$ cat config.mk
export PLATFORM = sky130hd
export DESIGN_NAME = bit_manipulation_unit
export DESIGN_NICKNAME = d
export VERILOG_FILES = /design/src/design/bit_manip_pkg.sv /design/src/design/bit_lane_select.sv /design/src/design/bit_manipulation_unit.sv
export SDC_FILE = /design/constraint.sdc
export NUM_CORES = 1
export LEC_CHECK = 0
export BUFFER_PORTS_ARGS = -buffer_cell sky130_fd_sc_hd__buf_2
export CORE_MARGIN = 1.5
export CORE_UTILIZATION = 45
export DETAILED_ROUTE_END_ITERATION = 12
export GPL_ROUTABILITY_DRIVEN = 0
export PLACE_DENSITY = 0.78
export SYNTH_ARGS = -nofsm -noshare
export SYNTH_HDL_FRONTEND = slang
export SYNTH_HIERARCHICAL = 1
export SYNTH_SLANG_ARGS = --single-unit
$ cat constraint.sdc
create_clock -name sys_clk -period 4.15 [get_ports sys_clk]
set_input_delay 0.2075 -clock sys_clk [delete_from_list [all_inputs] [get_ports sys_clk]]
set_output_delay 0.2075 -clock sys_clk [all_outputs]
set_load 0.01 [all_outputs]
$ cat src/design/bit_manip_pkg.sv
// constants and operation codes for the single-bit manipulation unit
// Operation
// - set op writes 1, other bits kept
// - clear op writes 0, other bits kept
// - invert op complements bit, writes byte back
// - test op puts inverted bit into zero
// - set/clear/invert/test: immediate or register position
// - carry ops take immediate bit position only
// - carry becomes carry AND bit
// - carry becomes carry AND inverted bit
// - carry becomes carry OR bit
// - carry becomes carry OR inverted bit
// - carry becomes carry XOR bit
// - carry becomes carry XOR inverted bit
// - bit load copies bit into carry
// - inverted load copies inverted bit to carry
// - bit store writes carry into bit
// - inverted store writes inverted carry into bit
// - carry is the flags register carry bit
`default_nettype none
package bit_manip_pkg;
    // operation selector driven by the instruction decoder
    typedef enum logic [3:0] {
        bit_set_op,
        bit_clear_op,
        bit_invert_op,
        bit_test_op,
        carry_and_bit_op,
        carry_and_inverted_bit_op,
        carry_or_bit_op,
        carry_or_inverted_bit_op,
        carry_xor_bit_op,
        carry_xor_inverted_bit_op,
        bit_to_carry_load_op,
        inverted_bit_to_carry_op,
        carry_to_bit_store_op,
        inverted_carry_to_bit_op
    } op_type;

    // field positions inside the condition flags register
    localparam logic [2:0] CARRY_POS = 3'h0;
    localparam logic [2:0] ZERO_POS = 3'h2;
    // reset values of the output registers
    localparam logic [7:0] FLAGS_RESET = 8'h00;
    localparam logic [7:0] BYTE_RESET = 8'h00;
    // one-hot seed used to build bit masks
    localparam logic [7:0] BIT_ONE = 8'h01;
endpackage
`default_nettype wire

$ cat src/design/bit_lane_select.sv
// picks one bit of a byte and builds the byte with that bit replaced
`default_nettype none
module bit_lane_select (
    // operand and position
    input wire logic [7:0] byte_in,
    input wire logic [2:0] pos,
    // value that replaces the chosen bit
    input wire logic new_bit,
    // results
    output logic picked_bit,
    output logic [7:0] byte_out
);
    // chosen bit, straight mux
    assign picked_bit = byte_in[pos];

    // every lane keeps its own bit unless it is the chosen one
    genvar i;
    generate
        for (i = 0; i < 8; i = i + 1) begin : g_lane
            assign byte_out[i] = (pos == 3'(i)) ? new_bit : byte_in[i];
        end
    endgenerate
endmodule
`default_nettype wire

$ cat src/design/bit_manipulation_unit.sv
// single-bit manipulation datapath: bit modify, bit test and carry logic
`default_nettype none
module bit_manipulation_unit (
    // clock and reset
    input wire logic sys_clk,
    input wire logic srst,
    // request from the instruction decoder
    input wire logic op_valid,
    input wire bit_manip_pkg::op_type op_code,
    input wire logic op_in_mem,
    // operand byte from register file or memory read
    input wire logic [7:0] op_byte,
    // bit position sources
    input wire logic [2:0] bit_imm,
    input wire logic [7:0] bit_reg,
    input wire logic bit_from_reg,
    // current condition flags register
    input wire logic [7:0] flags_in,
    // completion
    output logic op_done,
    output logic op_refused,
    // operand write-back
    output logic [7:0] byte_out,
    output logic byte_write,
    output logic byte_to_mem,
    // condition flags write-back
    output logic [7:0] flags_out,
    output logic flags_write
);
    // resolved bit position
    logic [2:0] pos;
    // operand bit at that position
    logic sel_bit;
    // value to place in the operand bit for modifying ops
    logic put_bit;
    // operand with the chosen bit replaced
    logic [7:0] mod_byte;
    // class of the current op
    logic is_modify;
    logic reg_pos_allowed;
    // request refused or accepted this cycle
    logic refuse;
    logic accept;
    // next flags value and which flags ops touch
    logic [7:0] next_flags;
    logic is_flag_op;
    // current carry taken from the flags register
    logic carry;

    assign carry = flags_in[bit_manip_pkg::CARRY_POS];

    // register or immediate position
    // only the low three bits of the register count; upper bits are ignored
    assign pos = bit_from_reg ? bit_reg[2:0] : bit_imm;

    // ops that may name the bit from a register
    always_comb begin
        reg_pos_allowed = 1'b0;
        case (op_code)
            bit_manip_pkg::bit_set_op: reg_pos_allowed = 1'b1;
            bit_manip_pkg::bit_clear_op: reg_pos_allowed = 1'b1;
            bit_manip_pkg::bit_invert_op: reg_pos_allowed = 1'b1;
            bit_manip_pkg::bit_test_op: reg_pos_allowed = 1'b1;
            default: reg_pos_allowed = 1'b0;
        endcase
    end

    // carry ops refuse register positions
    // a refused op changes nothing, so the decoder sees the fault without side effects
    assign refuse = op_valid && bit_from_reg && !reg_pos_allowed;
    assign accept = op_valid && !refuse;

    // new operand bit for each modifying op
    always_comb begin
        is_modify = 1'b1;
        put_bit = sel_bit;
        case (op_code)
            bit_manip_pkg::bit_set_op: put_bit = 1'b1;
            bit_manip_pkg::bit_clear_op: put_bit = 1'b0;
            bit_manip_pkg::bit_invert_op: put_bit = ~sel_bit;
            bit_manip_pkg::carry_to_bit_store_op: put_bit = carry;
            bit_manip_pkg::inverted_carry_to_bit_op: put_bit = ~carry;
            // everything else leaves the byte as read
            default: begin
                is_modify = 1'b0;
                put_bit = sel_bit;
            end
        endcase
    end

    // bit pick and replace on the operand byte
    bit_lane_select u_lane (
        .byte_in(op_byte),
        .pos(pos),
        .new_bit(put_bit),
        .picked_bit(sel_bit),
        .byte_out(mod_byte)
    );

    // flag result; only the one targeted flag ever moves
    always_comb begin
        next_flags = flags_in;
        is_flag_op = 1'b1;
        case (op_code)
            bit_manip_pkg::bit_test_op: next_flags[bit_manip_pkg::ZERO_POS] = ~sel_bit;
            bit_manip_pkg::carry_and_bit_op: next_flags[bit_manip_pkg::CARRY_POS] = carry & sel_bit;
            bit_manip_pkg::carry_and_inverted_bit_op: next_flags[bit_manip_pkg::CARRY_POS] = carry & ~sel_bit;
            bit_manip_pkg::carry_or_bit_op: next_flags[bit_manip_pkg::CARRY_POS] = carry | sel_bit;
            bit_manip_pkg::carry_or_inverted_bit_op: next_flags[bit_manip_pkg::CARRY_POS] = carry | ~sel_bit;
            bit_manip_pkg::carry_xor_bit_op: next_flags[bit_manip_pkg::CARRY_POS] = carry ^ sel_bit;
            bit_manip_pkg::carry_xor_inverted_bit_op: next_flags[bit_manip_pkg::CARRY_POS] = carry ^ ~sel_bit;
            bit_manip_pkg::bit_to_carry_load_op: next_flags[bit_manip_pkg::CARRY_POS] = sel_bit;
            bit_manip_pkg::inverted_bit_to_carry_op: next_flags[bit_manip_pkg::CARRY_POS] = ~sel_bit;
            // modifying ops leave the flags alone
            default: is_flag_op = 1'b0;
        endcase
    end

    // operand write-back register
    // whole byte written back
    // the full byte goes back even to memory; other bits are the ones just read,
    // so a bit changed by another master between read and write would be lost
    always_ff @(posedge sys_clk) begin
        if (srst) begin
            byte_out <= bit_manip_pkg::BYTE_RESET;
            byte_write <= 1'b0;
            byte_to_mem <= 1'b0;
        end else begin
            byte_write <= accept && is_modify;
            byte_to_mem <= accept && is_modify && op_in_mem;
            if (accept) begin
                byte_out <= is_modify ? mod_byte : op_byte;
            end
        end
    end

    // flags write-back register
    always_ff @(posedge sys_clk) begin
        if (srst) begin
            flags_out <= bit_manip_pkg::FLAGS_RESET;
            flags_write <= 1'b0;
        end else begin
            flags_write <= accept && is_flag_op;
            if (accept) begin
                flags_out <= next_flags;
            end
        end
    end

    // completion strobes
    always_ff @(posedge sys_clk) begin
        if (srst) begin
            op_done <= 1'b0;
            op_refused <= 1'b0;
        end else begin
            op_done <= accept;
            op_refused <= refuse;
        end
    end

    // checks on the datapath

    set_bit_a: assert property (@(posedge sys_clk) disable iff (srst)
        (accept && op_code == bit_manip_pkg::bit_set_op) |=>
        byte_write && byte_out == ($past(op_byte) | (bit_manip_pkg::BIT_ONE << $past(pos))))
        else $error("set did not write one into chosen bit");

    clear_bit_a: assert property (@(posedge sys_clk) disable iff (srst)
        (accept && op_code == bit_manip_pkg::bit_clear_op) |=>
        byte_write && byte_out == ($past(op_byte) & ~(bit_manip_pkg::BIT_ONE << $past(pos))))
        else $error("clear did not write zero into chosen bit");

    invert_bit_a: assert property (@(posedge sys_clk) disable iff (srst)
        (accept && op_code == bit_manip_pkg::bit_invert_op) |=>
        byte_write && byte_out == ($past(op_byte) ^ (bit_manip_pkg::BIT_ONE << $past(pos))))
        else $error("invert did not complement chosen bit");

    test_zero_a: assert property (@(posedge sys_clk) disable iff (srst)
        (accept && op_code == bit_manip_pkg::bit_test_op) |=>
        flags_write && flags_out[bit_manip_pkg::ZERO_POS] == ~$past(sel_bit))
        else $error("test put wrong value in zero flag");

    reg_refuse_a: assert property (@(posedge sys_clk) disable iff (srst)
        (op_valid && bit_from_reg && op_code == bit_manip_pkg::carry_or_bit_op) |=>
        op_refused && !op_done && !byte_write && !flags_write)
        else $error("carry op with register position not refused");

    carry_and_a: assert property (@(posedge sys_clk) disable iff (srst)
        (accept && op_code == bit_manip_pkg::carry_and_bit_op) |=>
        flags_out[bit_manip_pkg::CARRY_POS] == ($past(carry) & $past(sel_bit)))
        else $error("carry and result wrong");

    carry_xor_inv_a: assert property (@(posedge sys_clk) disable iff (srst)
        (accept && op_code == bit_manip_pkg::carry_xor_inverted_bit_op) |=>
        flags_out[bit_manip_pkg::CARRY_POS] == ($past(carry) ^ ~$past(sel_bit)))
        else $error("carry xor inverse result wrong");

    load_inv_a: assert property (@(posedge sys_clk) disable iff (srst)
        (accept && op_code == bit_manip_pkg::inverted_bit_to_carry_op) |=>
        flags_write && flags_out[bit_manip_pkg::CARRY_POS] == ~$past(sel_bit))
        else $error("inverted load put wrong carry");

    store_inv_a: assert property (@(posedge sys_clk) disable iff (srst)
        (accept && op_code == bit_manip_pkg::inverted_carry_to_bit_op) |=>
        byte_write && byte_out[$past(pos)] == ~$past(carry) && !flags_write)
        else $error("inverted store wrote wrong bit");

    // the strobe may only stay up when a second memory op follows back to back
    mem_writeback_a: assert property (@(posedge sys_clk) disable iff (srst)
        (accept && is_modify && op_in_mem) |=> byte_to_mem && byte_write
        ##1 (byte_to_mem == $past(accept && is_modify && op_in_mem)))
        else $error("memory operand not written back once");

    flag_only_a: assert property (@(posedge sys_clk) disable iff (srst)
        (accept && is_flag_op) |=>
        !byte_write && ((flags_out ^ $past(flags_in)) & ~((bit_manip_pkg::BIT_ONE << bit_manip_pkg::CARRY_POS)
        | (bit_manip_pkg::BIT_ONE << bit_manip_pkg::ZERO_POS))) == 8'h00)
        else $error("flag op disturbed byte or other flags");
endmodule
`default_nettype wire

* Word level (Yosys, flattened, before mapping)
Index checks and enable logic that the tools add are counted.
** Storage, ports and cells
- Input bits :: 36
- Output and inout bits :: 21
- Word-level logic and storage cells :: 67
- Register bits after elaboration :: 21
** Cells by class
- Mux-type cells :: 18
- Eq/ne operators :: 20
- Bitwise operators :: 8
- Reduce and logical (&&, ||, !) cells :: 13
- Order comparisons :: 1
** Operator list (number)
- 4-bit equality test (second input constant) :: 6
- 4-bit by 3-bit equality test with 1-bit output (second input constant) :: 4
- 1-bit two-way mux :: 13
- 3-bit equality test (second input constant) :: 4
- 9-bit OR reduction :: 1
- 4-bit by 2-bit equality test with 1-bit output (second input constant) :: 2
- 8-bit two-way mux :: 1
- 1-bit one-hot mux with 8 select lines :: 1
- 3-bit by 2-bit equality test with 1-bit output (second input constant) :: 2
- 1-bit logical AND :: 6
- 1-bit one-hot mux with 5 select lines :: 1
- 5-bit OR reduction :: 1
- 4-bit by 1-bit equality test with 1-bit output (second input constant) :: 1
- 4-bit logical NOT :: 1
- 3-bit by 4-bit < comparator with 1-bit output (second input constant) :: 1
- 4-bit OR reduction :: 1
- 1-bit binary-select mux with 3-bit select :: 1
- 3-bit by 1-bit equality test with 1-bit output (second input constant) :: 1
- 3-bit logical NOT :: 1
- 3-bit two-way mux :: 1
- 1-bit AND :: 2
- 1-bit logical NOT :: 2
- 1-bit inverter :: 2
- 1-bit OR :: 2
- 1-bit XOR :: 2

* Logic depth before layout (Yosys ltp)
- Depth after elaboration :: 9
- Depth in mapped cells :: 12
- Gate-level depth less buffers :: 11

* Modules after synthesis
Netlist, hierarchy kept.
** Modules (own cells, without submodules)
- bit_manipulation_unit :: times used 1, seq. area each 420.4 um2, cells an instance 112, area each 970.9 um2
- bit_lane_select :: times used 1, seq. area each 0.0 um2, cells an instance 30, area each 235.2 um2

* Worst setup path after synthesis
Ideal clock, no wire load.
- Path kind :: input -> register
- Start :: in bit_from_reg
- End :: reg byte_out[0]
- Path slack :: 1.889 ns
- Arrival :: 2.127 ns
- Setup time :: 0.134 ns
- Buffers on the path :: 1
- Stages :: 10
- Data required time :: 4.016 ns
- Cells stage by stage :: mux2_2 -> buf_6 -> and4bb_2 -> nor3_1 -> nor4_1 -> a21oi_1 -> o21ai_0 -> mux2_1 -> mux2i_1 -> a211oi_1
** Between the ends
- Cells in the longest elaborated chain, start to end :: 7
- Elaborated cells on any way between the ends :: 12
- Classes of those cells :: mux (6); bitwise (1); reduce/logical (5)
** RTL lines
- start: declaration :: RTL line bit_manipulation_unit.sv:16 : input wire logic bit_from_reg,
- 3-bit two-way mux * :: RTL line bit_manipulation_unit.sv:54 : assign pos = bit_from_reg ? bit_reg[2:0] : bit_imm;
- 1-bit binary-select mux with 3-bit select * :: RTL line bit_lane_select.sv:14 : assign picked_bit = byte_in[pos];
- 1-bit two-way mux (implied by the code) * :: RTL line bit_lane_select.sv:14
- via sel_bit :: RTL line bit_manipulation_unit.sv:33 : logic sel_bit;
- 1-bit inverter :: RTL line bit_manipulation_unit.sv:80 : bit_manip_pkg::bit_invert_op: put_bit = ~sel_bit;
- 1-bit one-hot mux with 5 select lines * :: RTL line bit_manipulation_unit.sv:77 : case (op_code)
- via put_bit :: RTL line bit_manipulation_unit.sv:35 : logic put_bit;
- 1-bit two-way mux * :: RTL line bit_lane_select.sv:20 : assign byte_out[i] = (pos == 3'(i)) ? new_bit : byte_in[i];
- via mod_byte[0] :: RTL line bit_manipulation_unit.sv:37 : logic [7:0] mod_byte;
- 8-bit two-way mux * :: RTL line bit_manipulation_unit.sv:132 : byte_out <= is_modify ? mod_byte : op_byte;
- end signal: assignment :: RTL line bit_manipulation_unit.sv:125 : byte_out <= bit_manip_pkg::BYTE_RESET;
- end signal: assignment :: RTL line bit_manipulation_unit.sv:132
- end: declaration :: RTL line bit_manipulation_unit.sv:23 : output logic [7:0] byte_out,
Mark *: on every way through the listed nets, which the timed path passes. The rest lies on a longest branch. The select of a mux whose other input is x is not followed.
A chain may end at the register's enable or synchronous reset.

* Worst setup path after layout
- Start :: in bit_from_reg
- End :: reg byte_out[0]
** Between the ends
- Cells in the longest elaborated chain, start to end :: 7
- Elaborated cells on any way between the ends :: 12
- Classes of those cells :: mux (6); bitwise (1); reduce/logical (5)
** RTL lines
- 3-bit two-way mux * :: RTL line bit_manipulation_unit.sv:54
- via pos[0] :: RTL line bit_manipulation_unit.sv:31 : logic [2:0] pos;
- 1-bit binary-select mux with 3-bit select * :: RTL line bit_lane_select.sv:14
- 1-bit two-way mux (implied by the code) * :: RTL line bit_lane_select.sv:14
- via sel_bit :: RTL line bit_manipulation_unit.sv:33
- 1-bit inverter :: RTL line bit_manipulation_unit.sv:80
- 1-bit one-hot mux with 5 select lines * :: RTL line bit_manipulation_unit.sv:77
- via put_bit :: RTL line bit_manipulation_unit.sv:35
- 1-bit two-way mux * :: RTL line bit_lane_select.sv:20
- via mod_byte[0] :: RTL line bit_manipulation_unit.sv:37
- 8-bit two-way mux * :: RTL line bit_manipulation_unit.sv:132
Marks and branches as above.

==> key figures <==
Yosys
  • Number of enable flip-flop cells after synthesis: 0
  • Number of nets in the synthesized netlist: 178
  • Instance count of the mapped netlist: 142
  • Fraction of registers with async set or reset after synthesis: 0%
  • Largest cells by area after synthesis: dfxtp_1, mux2_2, mux2i_1
  • Multiplexer fraction of the synthesized cell area: 19.9%
  • Syn Area/Cell: 8.49 um2
  • Total standard cell area after synthesis: 1210 um2
  • Simple-gate share of the synthesized area: 23.2%
  • Cell type with the largest total area after synthesis: dfxtp_1
  • Synth Warn #: 6
  • Area share of the largest cell type after synthesis: 34.9%
  • Post-synthesis sequential area ratio: 34.9%
  • Post-synthesis share of cell area spent on xor and xnor gates: 1.45%
  • Synth Flop Type: dfxtp_1
  • Yosys reg bits: 21
  • Post-synth top cells: dfxtp_1, nand2_1, nor2_1
  • Main combinational cell family by area after synthesis: simple AND/OR/NAND/NOR gates
  • Post-synthesis share of cell area spent on full adders, half adders and majority gates: 0%
  • Synth Area in Compound Gates: 15.1%
  • Number of distinct library cells after synthesis: 36
  • Cell with the most instances after synthesis: dfxtp_1

CTS
  • Master cell of the clock root buffer: clkbuf_4
  • Post-CTS setup repair buffer count: 0
  • Post-CTS Resized: 0
  • Post-CTS clock slew at the launch and capture registers of the worst setup and hold paths: 0.12 ns
  • Clock insertion delay at the later pin of the skew report: 0.30 ns
  • Number of buffers inserted by hold repair at cts: 0
  • Number of levels the H-tree was split into: 1
  • CTS tree: yes
  • Clock Tree Buf Depth: 2
  • Clock sink total: 21
  • Number of buffers created by CTS: 3

Timing
  • Final-report hold violation count: 0
  • Final setup vio count: 0
  • Maximum achievable frequency: 388 MHz
  • Period utilisation layout: 62.2%
  • Setup repair after global routing missed its margin: no
  • Setup Total Neg Slack: 0 ns
  • Post-route clock skew: 0 ns
  • Relative slew slack: 44.8%
  • Worst-Margin Slew: 0.819 ns
  • Final critical delay including setup and external delays: 2.58 ns
  • Final critical-path setup slack: 1.57 ns
  • Max-slew violation count: 0

Power and ir drop
  • LEAKAGE: 0.689 nW
  • Maximum resistive drop on vdd: 0.180 mV
  • Total Power: 442 uW
  • Power density over the cells: 301 nW/um2

Detailed routing
  • Via count: 1177
  • Met2 wire length: 1230 um
  • Wire length on met3: 152 um
  • Vias per std cell: 5.40
  • Aggregate routed wire length: 2700 um
  • Avg WL per Cell: 12.4 um
  • Top layer reached by signal wires: met4
  • Number of violations reported at the end of detailed-routing iteration 0: 22
  • Post-route antenna net violation count: 0
  • Routed length on met1: 1260 um
  • Pre-Repair DR Iteration Count: 4
  • DRC errors left: 0

Place
  • Total of buffers placed on input and output ports: 51
  • Detailed-placement wirelength estimate: 2080 um
  • Setup slack after placement: 1.28 ns

Global route
  • Total global routing overflow: 0
  • Via count of the first global-routing pass: 960
  • Maximum number of pins on one net before global-route repair: 26
  • Global-route total usage across every layer: 19.4%
  • Antenna violations before repair: 0
  • First-pass GRT wire length: 4060 um

Floorplanning
  • Num ports: 57
  • Die area: 3000 um2
  • Initial Utilization: 48.2%
  • Floorplan die height: 54.8 um
  • Core region area: 2500 um2
  • Std-Cell Rows: 18
  • Chip Width: 54.8 um

Worst hold path
  • Type of the most critical hold path: in -> reg

Final layout
  • Final layout net count: 225
  • Syn-to-layout area delta: 21.8%
  • Fillers: 230
  • Diodes inserted: 0
  • Layout cell share with drive strength beyond 1: 36.2%

Worst setup path
  • CP max FO: 12
  • Kind of launch point of the worst setup path: input port
  • Worst path required time: 4.31 ns
  • Crit path arrival time: 2.74 ns
  • Worst reg-to-reg setup slack: 3.38 ns
  • Kind of end point of the critical path: flip-flop
  • WS Path Type: in -> reg

Run
  • Number of max-cap violations: 0

Outcome
  • Outcome: finished clean
## worst max-delay path, stage by stage
cell and delay, ns:
buf_2 0.12, mux2_2 0.45, mux2_2 0.26, o22ai_1 0.07, nor3_1 0.48, nor4_1 0.09, a21oi_1 0.13, o21ai_0 0.32
mux2_1 0.41, mux2i_1 0.13, a211oi_1 0.09
## placed cells by master (no fill, tap or decap)
master / count
or2_0: 1
mux2_2: 11
or4_1: 1
clkinv_2: 1
mux2i_1: 9
mux2_1: 1
o21ai_0: 4
dfxtp_1: 21
nor2_1: 17
nand3_1: 3
o21ai_1: 1
a31oi_1: 2
mux2_4: 1
and4bb_2: 1
o31ai_1: 1
clkbuf_4: 3
a311oi_1: 2
nand2_1: 19
o2bb2ai_1: 1
xor2_1: 2
or2_1: 1
inv_1: 2
and3_1: 1
nor3_1: 2
buf_2: 51
nand2b_1: 3
a311o_1: 1
or3_1: 1
o22ai_1: 1
nand3b_1: 3
and2_1: 2
nor3b_1: 2
nor4_1: 1
a21oi_1: 7
a211oi_1: 8
## cell families (layout without fill, tap and decap cells)
group                     count (synthesis)  count (layout)
and+or+nand+nor                          58              58
muxes                                    22              22
DFF                                      21              21
buffers and inverters                    11              57
xor gates and xnor gates                  2               2
AOI/OAI and AO/OA                        28              28
## cell type report
class / count / area [um2] / share of cell area (%)
Clock buffer: 3 / 22.5 / 1.53
Clock inverter: 1 / 5.00 / 0.341
Timing Repair Buffer: 51 / 255 / 17.4
Multi-Input combinational cell: 110 / 721 / 49.1
Sequential cell: 21 / 420 / 28.6
Inverter: 2 / 7.51 / 0.511
Tap cell: 30 / 37.5 / 2.56
## where the power goes
| group | leakage [nW] | switching [mW] | internal, mW |
|---|---|---|---|
| Sequential | 0.173 | 0.00581 | 0.214 |
| Combinational | 0.498 | 0.0692 | 0.0565 |
| Clock | 0.0177 | 0.0605 | 0.0360 |
| Total | 0.689 | 0.136 | 0.307 |
## stage by stage
stage               std cells  instance area [um2]  hold slack [ns]  util (%)
floorplan                 142                 1210            0.329         -
global placement          214                 1440            0.414      57.7
detailed placement        214                 1440            0.414      57.7
CTS                       218                 1470           0.0919      58.8
global route              218                 1470           0.0944      58.8
finish                    218                 1470            0.107      58.8
## state kept, by name, indices dropped and copies added (netlist names)
signal	flops
byte_out	8
op_refused	1
flags_write	1
op_done	1
byte_to_mem	1
flags_out	8
byte_write	1
## final timing paths
path / from / end / cells after the start
worst max-delay path: bit_from_reg / byte_out[0]$_SDFFE_PP0P_ / 11
worst min-delay path: op_in_mem / byte_to_mem$_SDFF_PP0_ / 2
worst max register to register: flags_out[0]$_SDFFE_PP0P_ / flags_out[0]$_SDFFE_PP0P_ / 2
worst min register to register: flags_out[3]$_SDFFE_PP0P_ / flags_out[3]$_SDFFE_PP0P_ / 2
## layer usage
| layer | global-route usage (%) | vias up |
|---|---|---|
| li1 | - | 599 |
| met5 | 0 | - |
| met1 | 23.1 | 534 |
| met3 | 2.46 | 4 |
| met2 | 32.3 | 40 |
| met4 | 12.5 | 0 |
(Power assumes the default switching activity.)
